===== config.mk =====
export PLATFORM = sky130hd
export DESIGN_NAME = tdrwa_time_of_day
export DESIGN_NICKNAME = d
export VERILOG_FILES = /design/src/hw/tdrwa_pkg.sv /design/src/hw/tdrwa_edge.sv /design/src/hw/tdrwa_time_of_day.sv
export SDC_FILE = /design/constraint.sdc
export NUM_CORES = 1
export LEC_CHECK = 0
export BUFFER_PORTS_ARGS = -buffer_cell sky130_fd_sc_hd__buf_2
export CAP_MARGIN = 20
export CELL_PAD_IN_SITES_DETAIL_PLACEMENT = 1
export CELL_PAD_IN_SITES_GLOBAL_PLACEMENT = 1
export CORE_MARGIN = 1.5
export CORE_UTILIZATION = 38
export DETAILED_ROUTE_END_ITERATION = 16
export PLACE_DENSITY = 0.87
export SYNTH_ARGS = -nofsm -noshare
export SYNTH_HDL_FRONTEND = slang
export SYNTH_SLANG_ARGS = --single-unit

===== constraint.sdc =====
create_clock -name core_clk_in -period 3.3 [get_ports core_clk_in]
set_input_delay 0.66 -clock core_clk_in [delete_from_list [all_inputs] [get_ports core_clk_in]]
set_output_delay 0.66 -clock core_clk_in [all_outputs]
set_load 0.05 [all_outputs]

===== src/hw/tdrwa_pkg.sv =====
/*
 * Shared constants and carrier types for the time-of-day read, write and
 * adjust block.
 * Assumes a 10 MHz core clock and 16-bit engine data registers.
 */
package tdrwa_pkg;

  // ***************************************************************
  // Clock and timebase
  // ***************************************************************
  localparam int CLK_PERIOD_NS = 100;            // Core clock period
  localparam int SECOND_NS     = 1_000_000_000;  // One second in ns
  // Core cycles per second of the timebase
  localparam int SEC_CYCLES    = SECOND_NS / CLK_PERIOD_NS;

  // ***************************************************************
  // Ranges and reset values
  // ***************************************************************
  localparam logic [15:0] HOUR_MAX     = 16'h0017;  // 23
  localparam logic [15:0] MIN_MAX      = 16'h003B;  // 59
  localparam logic [15:0] SEC_MAX      = 16'h003B;  // 59
  localparam logic [15:0] SEC_ROUND_UP = 16'h001E;  // 30 rounds up
  localparam logic [15:0] RST_HOUR     = 16'h0000;
  localparam logic [15:0] RST_MIN      = 16'h0000;
  localparam logic [15:0] RST_SEC      = 16'h0000;
  localparam logic [15:0] RST_CODE     = 16'h0000;
  // Error code for an out-of-range time write; value is arbitrary
  localparam logic [15:0] ERR_TIME_RANGE = 16'h0074;

  // ***************************************************************
  // Carrier types
  // ***************************************************************
  // Three consecutive data registers: base, base+1, base+2
  typedef struct packed {
    logic [15:0] hour;
    logic [15:0] minute;
    logic [15:0] second;
  } tdrwa_time_type;

endpackage


===== src/hw/tdrwa_edge.sv =====
/*
 * Scan-sampled rising edge detector for one request level.
 * Assumes the level and the scan strobe come from logic on core_clk_in.
 */
`timescale 1ns/1ps
`default_nettype none

module tdrwa_edge (
  input  wire logic core_clk_in,   // Core clock
  input  wire logic rst_in,        // Synchronous reset, high
  input  wire logic scan_in,       // One-cycle scan strobe
  input  wire logic level_in,      // Request level
  output logic      rise_out       // Pulse on first scan seeing high
);

  // ***************************************************************
  // Level seen at the previous scan
  // ***************************************************************
  logic last_r;  // Starts low, so a level high out of reset fires once

  // Updated only on scans, so held inputs never refire
  always_ff @(posedge core_clk_in) begin
    if (rst_in) begin
      last_r <= 1'b0;
    end else if (scan_in) begin
      last_r <= level_in;
    end
  end

  // Combinational pulse, one cycle wide
  assign rise_out = scan_in & level_in & ~last_r;

endmodule

`default_nettype wire


===== src/hw/tdrwa_time_of_day.sv =====
/*
 * Time-of-day counters with read, write and seconds-round requests.
 * Assumes the user program engine gives a one-cycle scan strobe and
 * request levels on core_clk_in, and stores the read words itself.
 */
`timescale 1ns/1ps
`default_nettype none

// Behaviour
// - read copies hour, minute, second in order
// - read serviced every scan while held
// - write loads hour, minute, second counters
// - write acts on rising edge only
// - out-of-range write raises error flag, indicator
// - error code stored when control registers enabled
// - round with seconds 0-29 clears seconds only
// - round with seconds 30-59 clears, bumps minute
// - round takes no operand, rising edge only
module tdrwa_time_of_day #(
  parameter int TICK_CYCLES = tdrwa_pkg::SEC_CYCLES  // Cycles per second
) (
  input  wire logic                      core_clk_in,   // Core clock
  input  wire logic                      rst_in,        // Sync reset
  input  wire logic                      scan_in,       // Scan strobe
  input  wire logic                      time_read_request_in,
  input  wire logic [6:0]                read_base_in,  // First register
  input  wire logic                      time_write_request_in,
  input  wire tdrwa_pkg::tdrwa_time_type write_data_in, // Source words
  input  wire logic                      seconds_round_request_in,
  input  wire logic                      control_register_enable_function_in,
  input  wire logic                      exec_error_clear_in,
  output logic                           read_valid_out,  // Word pulse
  output logic [6:0]                     read_base_out,
  output tdrwa_pkg::tdrwa_time_type      read_data_out,
  output tdrwa_pkg::tdrwa_time_type      time_now_out,
  output logic                           exec_error_flag_out,
  output logic                           error_indicator_out,
  output logic [15:0]                    error_code_slot_out
);

  // ***************************************************************
  // Request decode
  // ***************************************************************
  logic wr_fire;   // Write edge seen at a scan
  logic adj_fire;  // Round edge seen at a scan
  logic rd_fire;   // Read level seen at a scan
  logic wr_ok;     // All written fields in range

  // Edge detect for the write request
  tdrwa_edge u_wr_edge (
    .core_clk_in (core_clk_in),
    .rst_in      (rst_in),
    .scan_in     (scan_in),
    .level_in    (time_write_request_in),
    .rise_out    (wr_fire)
  );

  // Edge detect for the round request; no operand is taken
  tdrwa_edge u_adj_edge (
    .core_clk_in (core_clk_in),
    .rst_in      (rst_in),
    .scan_in     (scan_in),
    .level_in    (seconds_round_request_in),
    .rise_out    (adj_fire)
  );

  // Level-acting read, once per scan
  assign rd_fire = scan_in & time_read_request_in;

  // Full 16-bit compare, so high garbage bits are caught too
  assign wr_ok = (write_data_in.hour   <= tdrwa_pkg::HOUR_MAX) &&
                 (write_data_in.minute <= tdrwa_pkg::MIN_MAX)  &&
                 (write_data_in.second <= tdrwa_pkg::SEC_MAX);

  // ***************************************************************
  // Timebase
  // ***************************************************************
  logic [31:0] tick_cnt_r;  // Cycles into the current second
  logic        sec_tick;    // Last cycle of the second

  assign sec_tick = (tick_cnt_r == 32'(TICK_CYCLES - 1));

  // Restarted by valid write and round, so the new second is a full one
  always_ff @(posedge core_clk_in) begin
    if (rst_in) begin
      tick_cnt_r <= 32'h0000_0000;
    end else if ((wr_fire && wr_ok) || adj_fire || sec_tick) begin
      tick_cnt_r <= 32'h0000_0000;
    end else begin
      tick_cnt_r <= tick_cnt_r + 32'h0000_0001;
    end
  end

  // ***************************************************************
  // Time counters
  // ***************************************************************
  logic [15:0] hour_r;  // 0..23
  logic [15:0] min_r;   // 0..59
  logic [15:0] sec_r;   // 0..59
  logic [15:0] min_inc; // Minute plus one, wrapped
  logic [15:0] hour_inc;// Hour plus one, wrapped

  // Wrap helpers shared by the tick and the round-up
  assign min_inc  = (min_r == tdrwa_pkg::MIN_MAX) ? 16'h0000 :
                    min_r + 16'h0001;
  assign hour_inc = (hour_r == tdrwa_pkg::HOUR_MAX) ? 16'h0000 :
                    hour_r + 16'h0001;

  // Priority: valid write, then round, then the second tick.
  // A tick coinciding with a valid write or round is absorbed by it.
  always_ff @(posedge core_clk_in) begin
    if (rst_in) begin
      hour_r <= tdrwa_pkg::RST_HOUR;
      min_r  <= tdrwa_pkg::RST_MIN;
      sec_r  <= tdrwa_pkg::RST_SEC;
    end else if (wr_fire && wr_ok) begin
      // Bad data leaves the clock untouched
      hour_r <= write_data_in.hour;
      min_r  <= write_data_in.minute;
      sec_r  <= write_data_in.second;
    end else if (adj_fire) begin
      sec_r <= 16'h0000;
      if (sec_r >= tdrwa_pkg::SEC_ROUND_UP) begin
        // Round up into the next minute
        min_r <= min_inc;
        if (min_r == tdrwa_pkg::MIN_MAX) begin
          hour_r <= hour_inc;
        end
      end
    end else if (sec_tick) begin
      if (sec_r == tdrwa_pkg::SEC_MAX) begin
        sec_r <= 16'h0000;
        min_r <= min_inc;
        if (min_r == tdrwa_pkg::MIN_MAX) begin
          hour_r <= hour_inc;
        end
      end else begin
        sec_r <= sec_r + 16'h0001;
      end
    end
  end

  // Live time, for display and comparison logic
  assign time_now_out = '{hour: hour_r, minute: min_r, second: sec_r};

  // ***************************************************************
  // Read port
  // ***************************************************************
  // Registered copy; word order hour, minute, second
  always_ff @(posedge core_clk_in) begin
    if (rst_in) begin
      read_valid_out <= 1'b0;
      read_base_out  <= 7'h00;
      read_data_out  <= '0;
    end else begin
      read_valid_out <= rd_fire;
      if (rd_fire) begin
        read_base_out <= read_base_in;
        read_data_out <= time_now_out;
      end
    end
  end

  // ***************************************************************
  // Error reporting
  // ***************************************************************
  logic err_set;  // Failed write this cycle

  assign err_set = wr_fire && !wr_ok;

  // Sticky flag; a new failure beats a clear in the same cycle
  always_ff @(posedge core_clk_in) begin
    if (rst_in) begin
      exec_error_flag_out <= 1'b0;
    end else if (err_set) begin
      exec_error_flag_out <= 1'b1;
    end else if (exec_error_clear_in) begin
      exec_error_flag_out <= 1'b0;
    end
  end

  // Indicator follows the flag
  assign error_indicator_out = exec_error_flag_out;

  // Code slot written only while control registers are enabled
  always_ff @(posedge core_clk_in) begin
    if (rst_in) begin
      error_code_slot_out <= tdrwa_pkg::RST_CODE;
    end else if (err_set && control_register_enable_function_in) begin
      error_code_slot_out <= tdrwa_pkg::ERR_TIME_RANGE;
    end
  end

  // ***************************************************************
  // Checks
  // ***************************************************************
  logic wr_last_h;  // Write level at previous scan
  logic adj_last_h; // Round level at previous scan

  always_ff @(posedge core_clk_in) begin
    if (rst_in) begin
      wr_last_h  <= 1'b0;
      adj_last_h <= 1'b0;
    end else if (scan_in) begin
      wr_last_h  <= time_write_request_in;
      adj_last_h <= seconds_round_request_in;
    end
  end

  a_read_copy: assert property (p_read_copy)
    else $error("read words differ from time");
  property p_read_copy;
    @(posedge core_clk_in) disable iff (rst_in)
    rd_fire |=> read_valid_out && read_data_out == $past(time_now_out);
  endproperty

  a_read_level: assert property (p_read_level)
    else $error("read pulse not tied to held request");
  property p_read_level;
    @(posedge core_clk_in) disable iff (rst_in)
    read_valid_out == $past(scan_in && time_read_request_in);
  endproperty

  a_write_load: assert property (p_write_load)
    else $error("valid write not loaded");
  property p_write_load;
    @(posedge core_clk_in) disable iff (rst_in)
    wr_fire && wr_ok |=> time_now_out == $past(write_data_in);
  endproperty

  a_write_edge: assert property (p_write_edge)
    else $error("write fired without rising edge");
  property p_write_edge;
    @(posedge core_clk_in) disable iff (rst_in)
    wr_fire == (scan_in && time_write_request_in && !wr_last_h);
  endproperty

  a_err_flag: assert property (p_err_flag)
    else $error("bad write did not raise error");
  property p_err_flag;
    @(posedge core_clk_in) disable iff (rst_in)
    err_set |=> exec_error_flag_out && error_indicator_out &&
      ($past(sec_tick) || time_now_out == $past(time_now_out));
  endproperty

  a_err_code: assert property (p_err_code)
    else $error("error code not stored");
  property p_err_code;
    @(posedge core_clk_in) disable iff (rst_in)
    err_set && control_register_enable_function_in |=>
      error_code_slot_out == tdrwa_pkg::ERR_TIME_RANGE;
  endproperty

  a_round_down: assert property (p_round_down)
    else $error("round down changed minute");
  property p_round_down;
    @(posedge core_clk_in) disable iff (rst_in)
    adj_fire && !wr_fire && sec_r < tdrwa_pkg::SEC_ROUND_UP |=>
      sec_r == 16'h0000 && min_r == $past(min_r) &&
      hour_r == $past(hour_r);
  endproperty

  a_round_up: assert property (p_round_up)
    else $error("round up did not bump minute");
  property p_round_up;
    @(posedge core_clk_in) disable iff (rst_in)
    adj_fire && !wr_fire && sec_r >= tdrwa_pkg::SEC_ROUND_UP |=>
      sec_r == 16'h0000 && min_r == $past(min_inc);
  endproperty

  a_round_edge: assert property (p_round_edge)
    else $error("round fired without rising edge");
  property p_round_edge;
    @(posedge core_clk_in) disable iff (rst_in)
    adj_fire == (scan_in && seconds_round_request_in && !adj_last_h);
  endproperty

  a_hour_wrap: assert property (p_hour_wrap)
    else $error("hour carry or wrap wrong");
  property p_hour_wrap;
    @(posedge core_clk_in) disable iff (rst_in)
    sec_tick && !wr_fire && !adj_fire && sec_r == tdrwa_pkg::SEC_MAX &&
    min_r == tdrwa_pkg::MIN_MAX |=> min_r == 16'h0000 &&
      hour_r == $past(hour_inc);
  endproperty

  a_sec_tick: assert property (p_sec_tick)
    else $error("seconds did not advance on tick");
  property p_sec_tick;
    @(posedge core_clk_in) disable iff (rst_in)
    sec_tick && !wr_fire && !adj_fire && sec_r != tdrwa_pkg::SEC_MAX |=>
      sec_r == $past(sec_r) + 16'h0001 && min_r == $past(min_r);
  endproperty

endmodule

`default_nettype wire


Yosys cells after proc, flatten, opt, wreduce, memory -nomap -nowiden:

Cells that the tools add are included.

* $add $sub $neg: 4
* $lt $le $gt $ge: 4
* eq/ne operators: 5
* multiplexer cells: 19
* bitwise logic cells: 7
* reductions and logical operators: 13

Operators with widths (count)
* two-way mux 16 bit: 17
* adder 16 x 1 -> 16 bit, second input constant: 3
* adder 32 x 1 -> 32 bit, second input constant: 1
* equality test 16 x 6 -> 1 bit, second input constant: 2
* equality test 32 x 24 -> 1 bit, second input constant: 1
* less-or-equal comparator 16 x 6 -> 1 bit, second input constant: 2
* equality test 16 x 5 -> 1 bit, second input constant: 1
* greater-or-equal comparator 16 x 5 -> 1 bit, second input constant: 1
* less-or-equal comparator 16 x 5 -> 1 bit, second input constant: 1
* nonzero test 3 bit: 2
* AND 1 bit: 5
* logical AND 1 bit: 5
* inequality test 3 x 1 -> 1 bit, second input constant: 1
* AND reduction 3 bit: 1
* logical OR 1 bit: 2
* two-way mux 1 bit: 2
* NOT 1 bit: 2
* nonzero test 2 bit: 1
* OR reduction 2 bit: 1
* logical NOT 1 bit: 1

* flip-flop bits (word level): 140
* bits of input ports: 63

Depth between registers and ports, before layout:

* depth after elaboration: 7
* depth in mapped cells: 10

Hierarchy:

From an unflattened synthesis, not the netlist that was laid out.

* cells, all modules: 835
* area total of the unflattened synthesis: 6572.6 um^2

Modules (own cells, without submodules)
* tdrwa_time_of_day: instances 1, cells an instance 825, area each 6487.5 um^2, sequential area each 2762.6 um^2
* tdrwa_edge: instances 2, cells an instance 5, area each 42.5 um^2, sequential area each 20.0 um^2

Worst setup path before layout:

OpenSTA, ideal clock, no wires.

* path kind: register to register
* from: reg sec_r[1]
* to: reg hour_r[7]
* library setup time: 0.146 ns
* data arrival time: 2.401 ns
* data required time: 3.154 ns
* path slack: 0.752 ns
* stages on the path, launching flop included: 9
* period minus slack after synthesis: 2.548 ns
* cells stage by stage: dfxtp_1 -> ha_1 -> and3_1 -> and4_1 -> nand4_2 -> o221a_2 -> clkbuf_1 -> o21ai_1 -> o31ai_1

* word-level cells in the longest chain between the ends: 3
* elaborated cells on any way between the ends: 5

Ends and longest elaborated chain
* from (decl): line tdrwa_time_of_day.sv:99 `logic [15:0] sec_r;`
* from (signal assigned): line tdrwa_time_of_day.sv:115 `sec_r <= tdrwa_pkg::RST_SEC;`
* from (signal assigned): line tdrwa_time_of_day.sv:120 `sec_r <= write_data_in.second;`
* from (signal assigned): line tdrwa_time_of_day.sv:138 `sec_r <= sec_r + 16'h0001;`
* greater-or-equal comparator 16 x 5 -> 1 bit / equality test 16 x 6 -> 1 bit (equally long branches): line tdrwa_time_of_day.sv:123, tdrwa_time_of_day.sv:131
* inequality test 3 x 1 -> 1 bit (no line) / nonzero test 3 bit (equally long branches)
* AND reduction 3 bit (no line) (*)
* to (signal assigned): line tdrwa_time_of_day.sv:118 `hour_r <= write_data_in.hour;`
* to (signal assigned): line tdrwa_time_of_day.sv:127 `hour_r <= hour_inc;`
* to (signal assigned): line tdrwa_time_of_day.sv:135 `hour_r <= hour_inc;`
* to (decl): line tdrwa_time_of_day.sv:97 `logic [15:0] hour_r;`

Mark *: on every way between the ends. The rest lies on a longest branch, timed or not.
A chain may end at the register's enable or synchronous reset.

Final worst setup path:

* from: reg sec_r[1]
* to: reg min_r[15]

* word-level cells in the longest chain between the ends: 3
* elaborated cells on any way between the ends: 5

Ends and longest elaborated chain
* greater-or-equal comparator 16 x 5 -> 1 bit / equality test 16 x 6 -> 1 bit (equally long branches): line tdrwa_time_of_day.sv:123, tdrwa_time_of_day.sv:131
* inequality test 3 x 1 -> 1 bit (no line) / nonzero test 3 bit (equally long branches)
* AND reduction 3 bit (no line) (*)
* to (signal assigned): line tdrwa_time_of_day.sv:119 `min_r <= write_data_in.minute;`
* to (signal assigned): line tdrwa_time_of_day.sv:125 `min_r <= min_inc;`
* to (signal assigned): line tdrwa_time_of_day.sv:133 `min_r <= min_inc;`
* to (decl): line tdrwa_time_of_day.sv:98 `logic [15:0] min_r;`

Marks and branches as above.

==> key figures <==
Layout
  – Nets: 1094
  – Final Core Density: 48.9%
  – Synthesis-to-layout area growth: 25.2%
  – Non-filler cells, final: 1265
  – Layout cell share with drive strength beyond 1: 23.7%

Setup path
  – Crit-path leading delay family: simple AND/OR/NAND/NOR gates
  – CP cell instances: ha_1, and3_1, nand4_1, nor4_4, o21ai_2, or4_1, a21oi_1
  – Crit Path Max Fanout: 13
  – Type of origin of the critical path: flip-flop
  – CP max stage delay: 0.57 ns
  – CP required: 3.66 ns
  – R2R Setup Slk: 0.48 ns
  – Setup CP Type: reg2reg
  – CP Data Arrival Time: 3.18 ns
  – Reg2reg end: min_r[15]$_SDFFE_PP0P_
  – FF-to-FF Start: sec_r[1]$_SDFFE_PP0P_
  – Slowest CP cell: or4_1
  – CP endpoint kind: flip-flop
  – Buf+Inv Stages, Crit Path: 0
  – Depth of the worst register-to-register path: 7

Global route
  – GRT Overall Usage: 24.4%
  – First-pass GRT wire length: 35700 um
  – Initial antenna violation count: 1
  – Vias in the first global route: 7060
  – Gr ovfl total: 0
  – Pin count of the biggest net entering global routing: 45

CTS
  – CTS Buf Count: 17
  – CTS tree: done
  – Clock-pin slew on the worst setup and hold paths: 0.06 ns
  – Clk Latency, worst-skew pair: 0.43 ns
  – Post-cts sizing count: 0
  – Post-CTS setup buffer count: 0
  – CTS root buf: clkbuf_16
  – Clock Tree Buf Depth: 2
  – CTS Sinks: 140
  – Hold_buf cts: 0
  – # H-tree levels: 4

Logic synthesis
  – Cell type with the largest total area after synthesis: dfxtp_1
  – Synth area leaders: dfxtp_1 (41%), nand2_1 (8.7%), a21oi_1 (6.5%)
  – #FFs+latches synth: 140
  – Yosys cell types: 68
  – Mapped Area: 0.00681 mm2
  – Asr flop ratio synth: 0%
  – Syn_area_per_cell: 7.87 um2
  – Synth Instances: 865
  – Synth Flop Type: dfxtp_1
  – Area share of the largest cell type after synthesis: 41.2%
  – Synth warnings: 0
  – Post-synth EDFFs: 0
  – Sequential area share after synthesis: 41.2%

Timing
  – Max_slew headroom: 53.1%
  – Final worst setup slack: 0.482 ns
  – Tcrit/Tclk final: 85.4%
  – Smallest hold slack: 0.452 ns
  – Setup_tns: 0 ns
  – Worst-Margin Slew: 0.698 ns
  – Clock period minus worst slack: 2.82 ns
  – FMAX: 355 MHz
  – # setup viols final: 0
  – Slew Limit Fails: 0
  – Skew final: 0.00703 ns
  – Hold Vio Cnt, Final: 0
  – RSZ-0062 raised after global routing: no

Route
  – Initial DRT Pass Iterations: 4
  – DRT antenna net count: 0
  – Total wire length: 22200 um
  – Via density: 5.58
  – Wirelength per Cell: 17.6 um
  – Vias: 7059
  – DRC: 0
  – 1st-iter DRT viols: 445

Placement
  – DP HPWL: 15800 um
  – DP Worst Slack: 0.372 ns
  – Cell count after placement: 1232
  – Number of port buffers: 172
  – GPL Wtd Cong: 0.843

Min path
  – Hold Path Class: reg2reg
  – Hold path depth: 2
  – Worst hold start: read_data_out[39]$_SDFFE_PP0P_
  – Worst min-delay path endpoint: read_data_out[39]$_SDFFE_PP0P_

Floorplan
  – Row count: 48
  – Die Ht: 137 um
  – Num ports: 185
  – DIE AREA: 0.0187 mm2
  – Initial Utilization: 39.1%
  – Core footprint: 0.0174 mm2
  – Die W: 137 um

Run status
  – Outcome: completed

Power and ir drop
  – P_leak: 3.38 nW
  – PD cells: 480 mW/mm2
  – Maximum vdd ir drop: 0.375 mV

Run
  – MaxCap Viol Count: 0
[cell type report]
type / instances / area, um2
timing repair buffer: 194 / 1040
sequential: 140 / 2800
fill: 2212 / 8890
antenna: 1 / 2.50
tap: 225 / 282
multi-input combinational: 660 / 3690
clock inverter: 12 / 191
clock buffer: 20 / 467
inverter: 13 / 48.8
[metal layers]
| metal | vias to the layer above | GRT usage (%) | share of wire (%) |
|---|---|---|---|
| met3 | 42 | 6.74 | 7.1 |
| met1 | 3387 | 29.6 | 43 |
| met5 | - | 0 | 0 |
| met4 | 0 | 9.65 | 2.3 |
| met2 | 259 | 40.8 | 48 |
| li1 | 3371 | - | - |
[where the power goes]
group	switching, mW	leakage [nW]	internal (mW)
logic	0.174	1.93	0.0608
registers	0.00997	1.13	1.70
clock network	0.753	0.326	1.39
total	0.938	3.38	3.16
[cells in the mapped netlist (9+ instances only)]
cell type and instances:
nand4_1 17, nor2_1 74, nor3_1 14, nand2_1 157, o31ai_1 12, nor4_1 17
clkbuf_1 31, nor2b_1 18, o21ai_0 24, nand3_1 38, xor2_1 21, inv_1 13
buf_4 16, o21ai_1 15, nand3b_1 10, a21oi_1 89, and3_1 23, dfxtp_1 140
a31oi_1 9
[metrics by stage]
step / power [mW] / instance area (um2)
floorplan: 1.91 / 6850
global placement: 1.98 / 7860
detailed placement: 1.98 / 7860
CTS: 4.14 / 8520
finish: 4.09 / 8520
global route: 4.23 / 8520
[logic make-up after synthesis]
| group | after synthesis | synth area share, % |
|---|---|---|
| flops | 140 | 41.2 |
| compound gates | 185 | 16.1 |
| simple gates | 425 | 32.2 |
| fa+ha+maj | 5 | 0.919 |
| xor+xnor | 29 | 3.73 |
| mux | 4 | 0.588 |
| other cells | 1 | 0.0551 |
| buf+inv | 76 | 5.24 |
[layout by cell type, fill, tap and decap left out, types with 3 or more instances in the layout]
cell / n
ha_1: 5
clkinv_2: 5
and4_1: 8
o2bb2ai_1: 3
o31ai_1: 12
a31oi_1: 9
or4_1: 5
buf_4: 21
a21oi_1: 89
nor4b_1: 5
nor4b_2: 3
or3_1: 8
o2111ai_1: 4
bufinv_16: 5
clkbuf_8: 3
nand2_1: 156
buf_2: 172
nand4_1: 17
and2_1: 5
clkbuf_16: 17
conb_1: 12
o21ai_1: 15
nor4_1: 17
nor2_1: 74
dfxtp_1: 140
xor2_1: 21
nand3b_1: 10
inv_1: 13
mux2i_1: 4
nor4_2: 4
o21ai_0: 24
xnor2_1: 8
a211oi_1: 6
and3_1: 23
nand3_1: 38
nor2b_1: 18
nor3_1: 14
[sequential cells by signal (all words and copies together), names as in the netlist]
name                 count
read_base_out            7
u_wr_edge.last_r         1
error_indicator_out      1
tick_cnt_r              32
error_code_slot_out      1
read_data_out           48
min_r                   16
read_valid_out           1
hour_r                  16
u_adj_edge.last_r        1
sec_r                   16
[worst max path at each step]
stage               cells past startpoint                     end                  start
floorplan                               8  hour_r[7]$_SDFFE_PP0P_  sec_r[1]$_SDFFE_PP0P_
global placement                        7  hour_r[3]$_SDFFE_PP0P_      write_data_in[13]
detailed placement                      7  hour_r[3]$_SDFFE_PP0P_      write_data_in[39]
CTS                                     7  min_r[15]$_SDFFE_PP0P_  sec_r[1]$_SDFFE_PP0P_
global route                            7  min_r[15]$_SDFFE_PP0P_  sec_r[1]$_SDFFE_PP0P_
finish                                  7  min_r[15]$_SDFFE_PP0P_  sec_r[1]$_SDFFE_PP0P_
[tightest hold or removal path, stage by stage, from the launching register on]
cell and delay, ns:
dfxtp_1 0.30, nand2_1 0.05, a21oi_1 0.05
(Power assumes the default switching activity.)
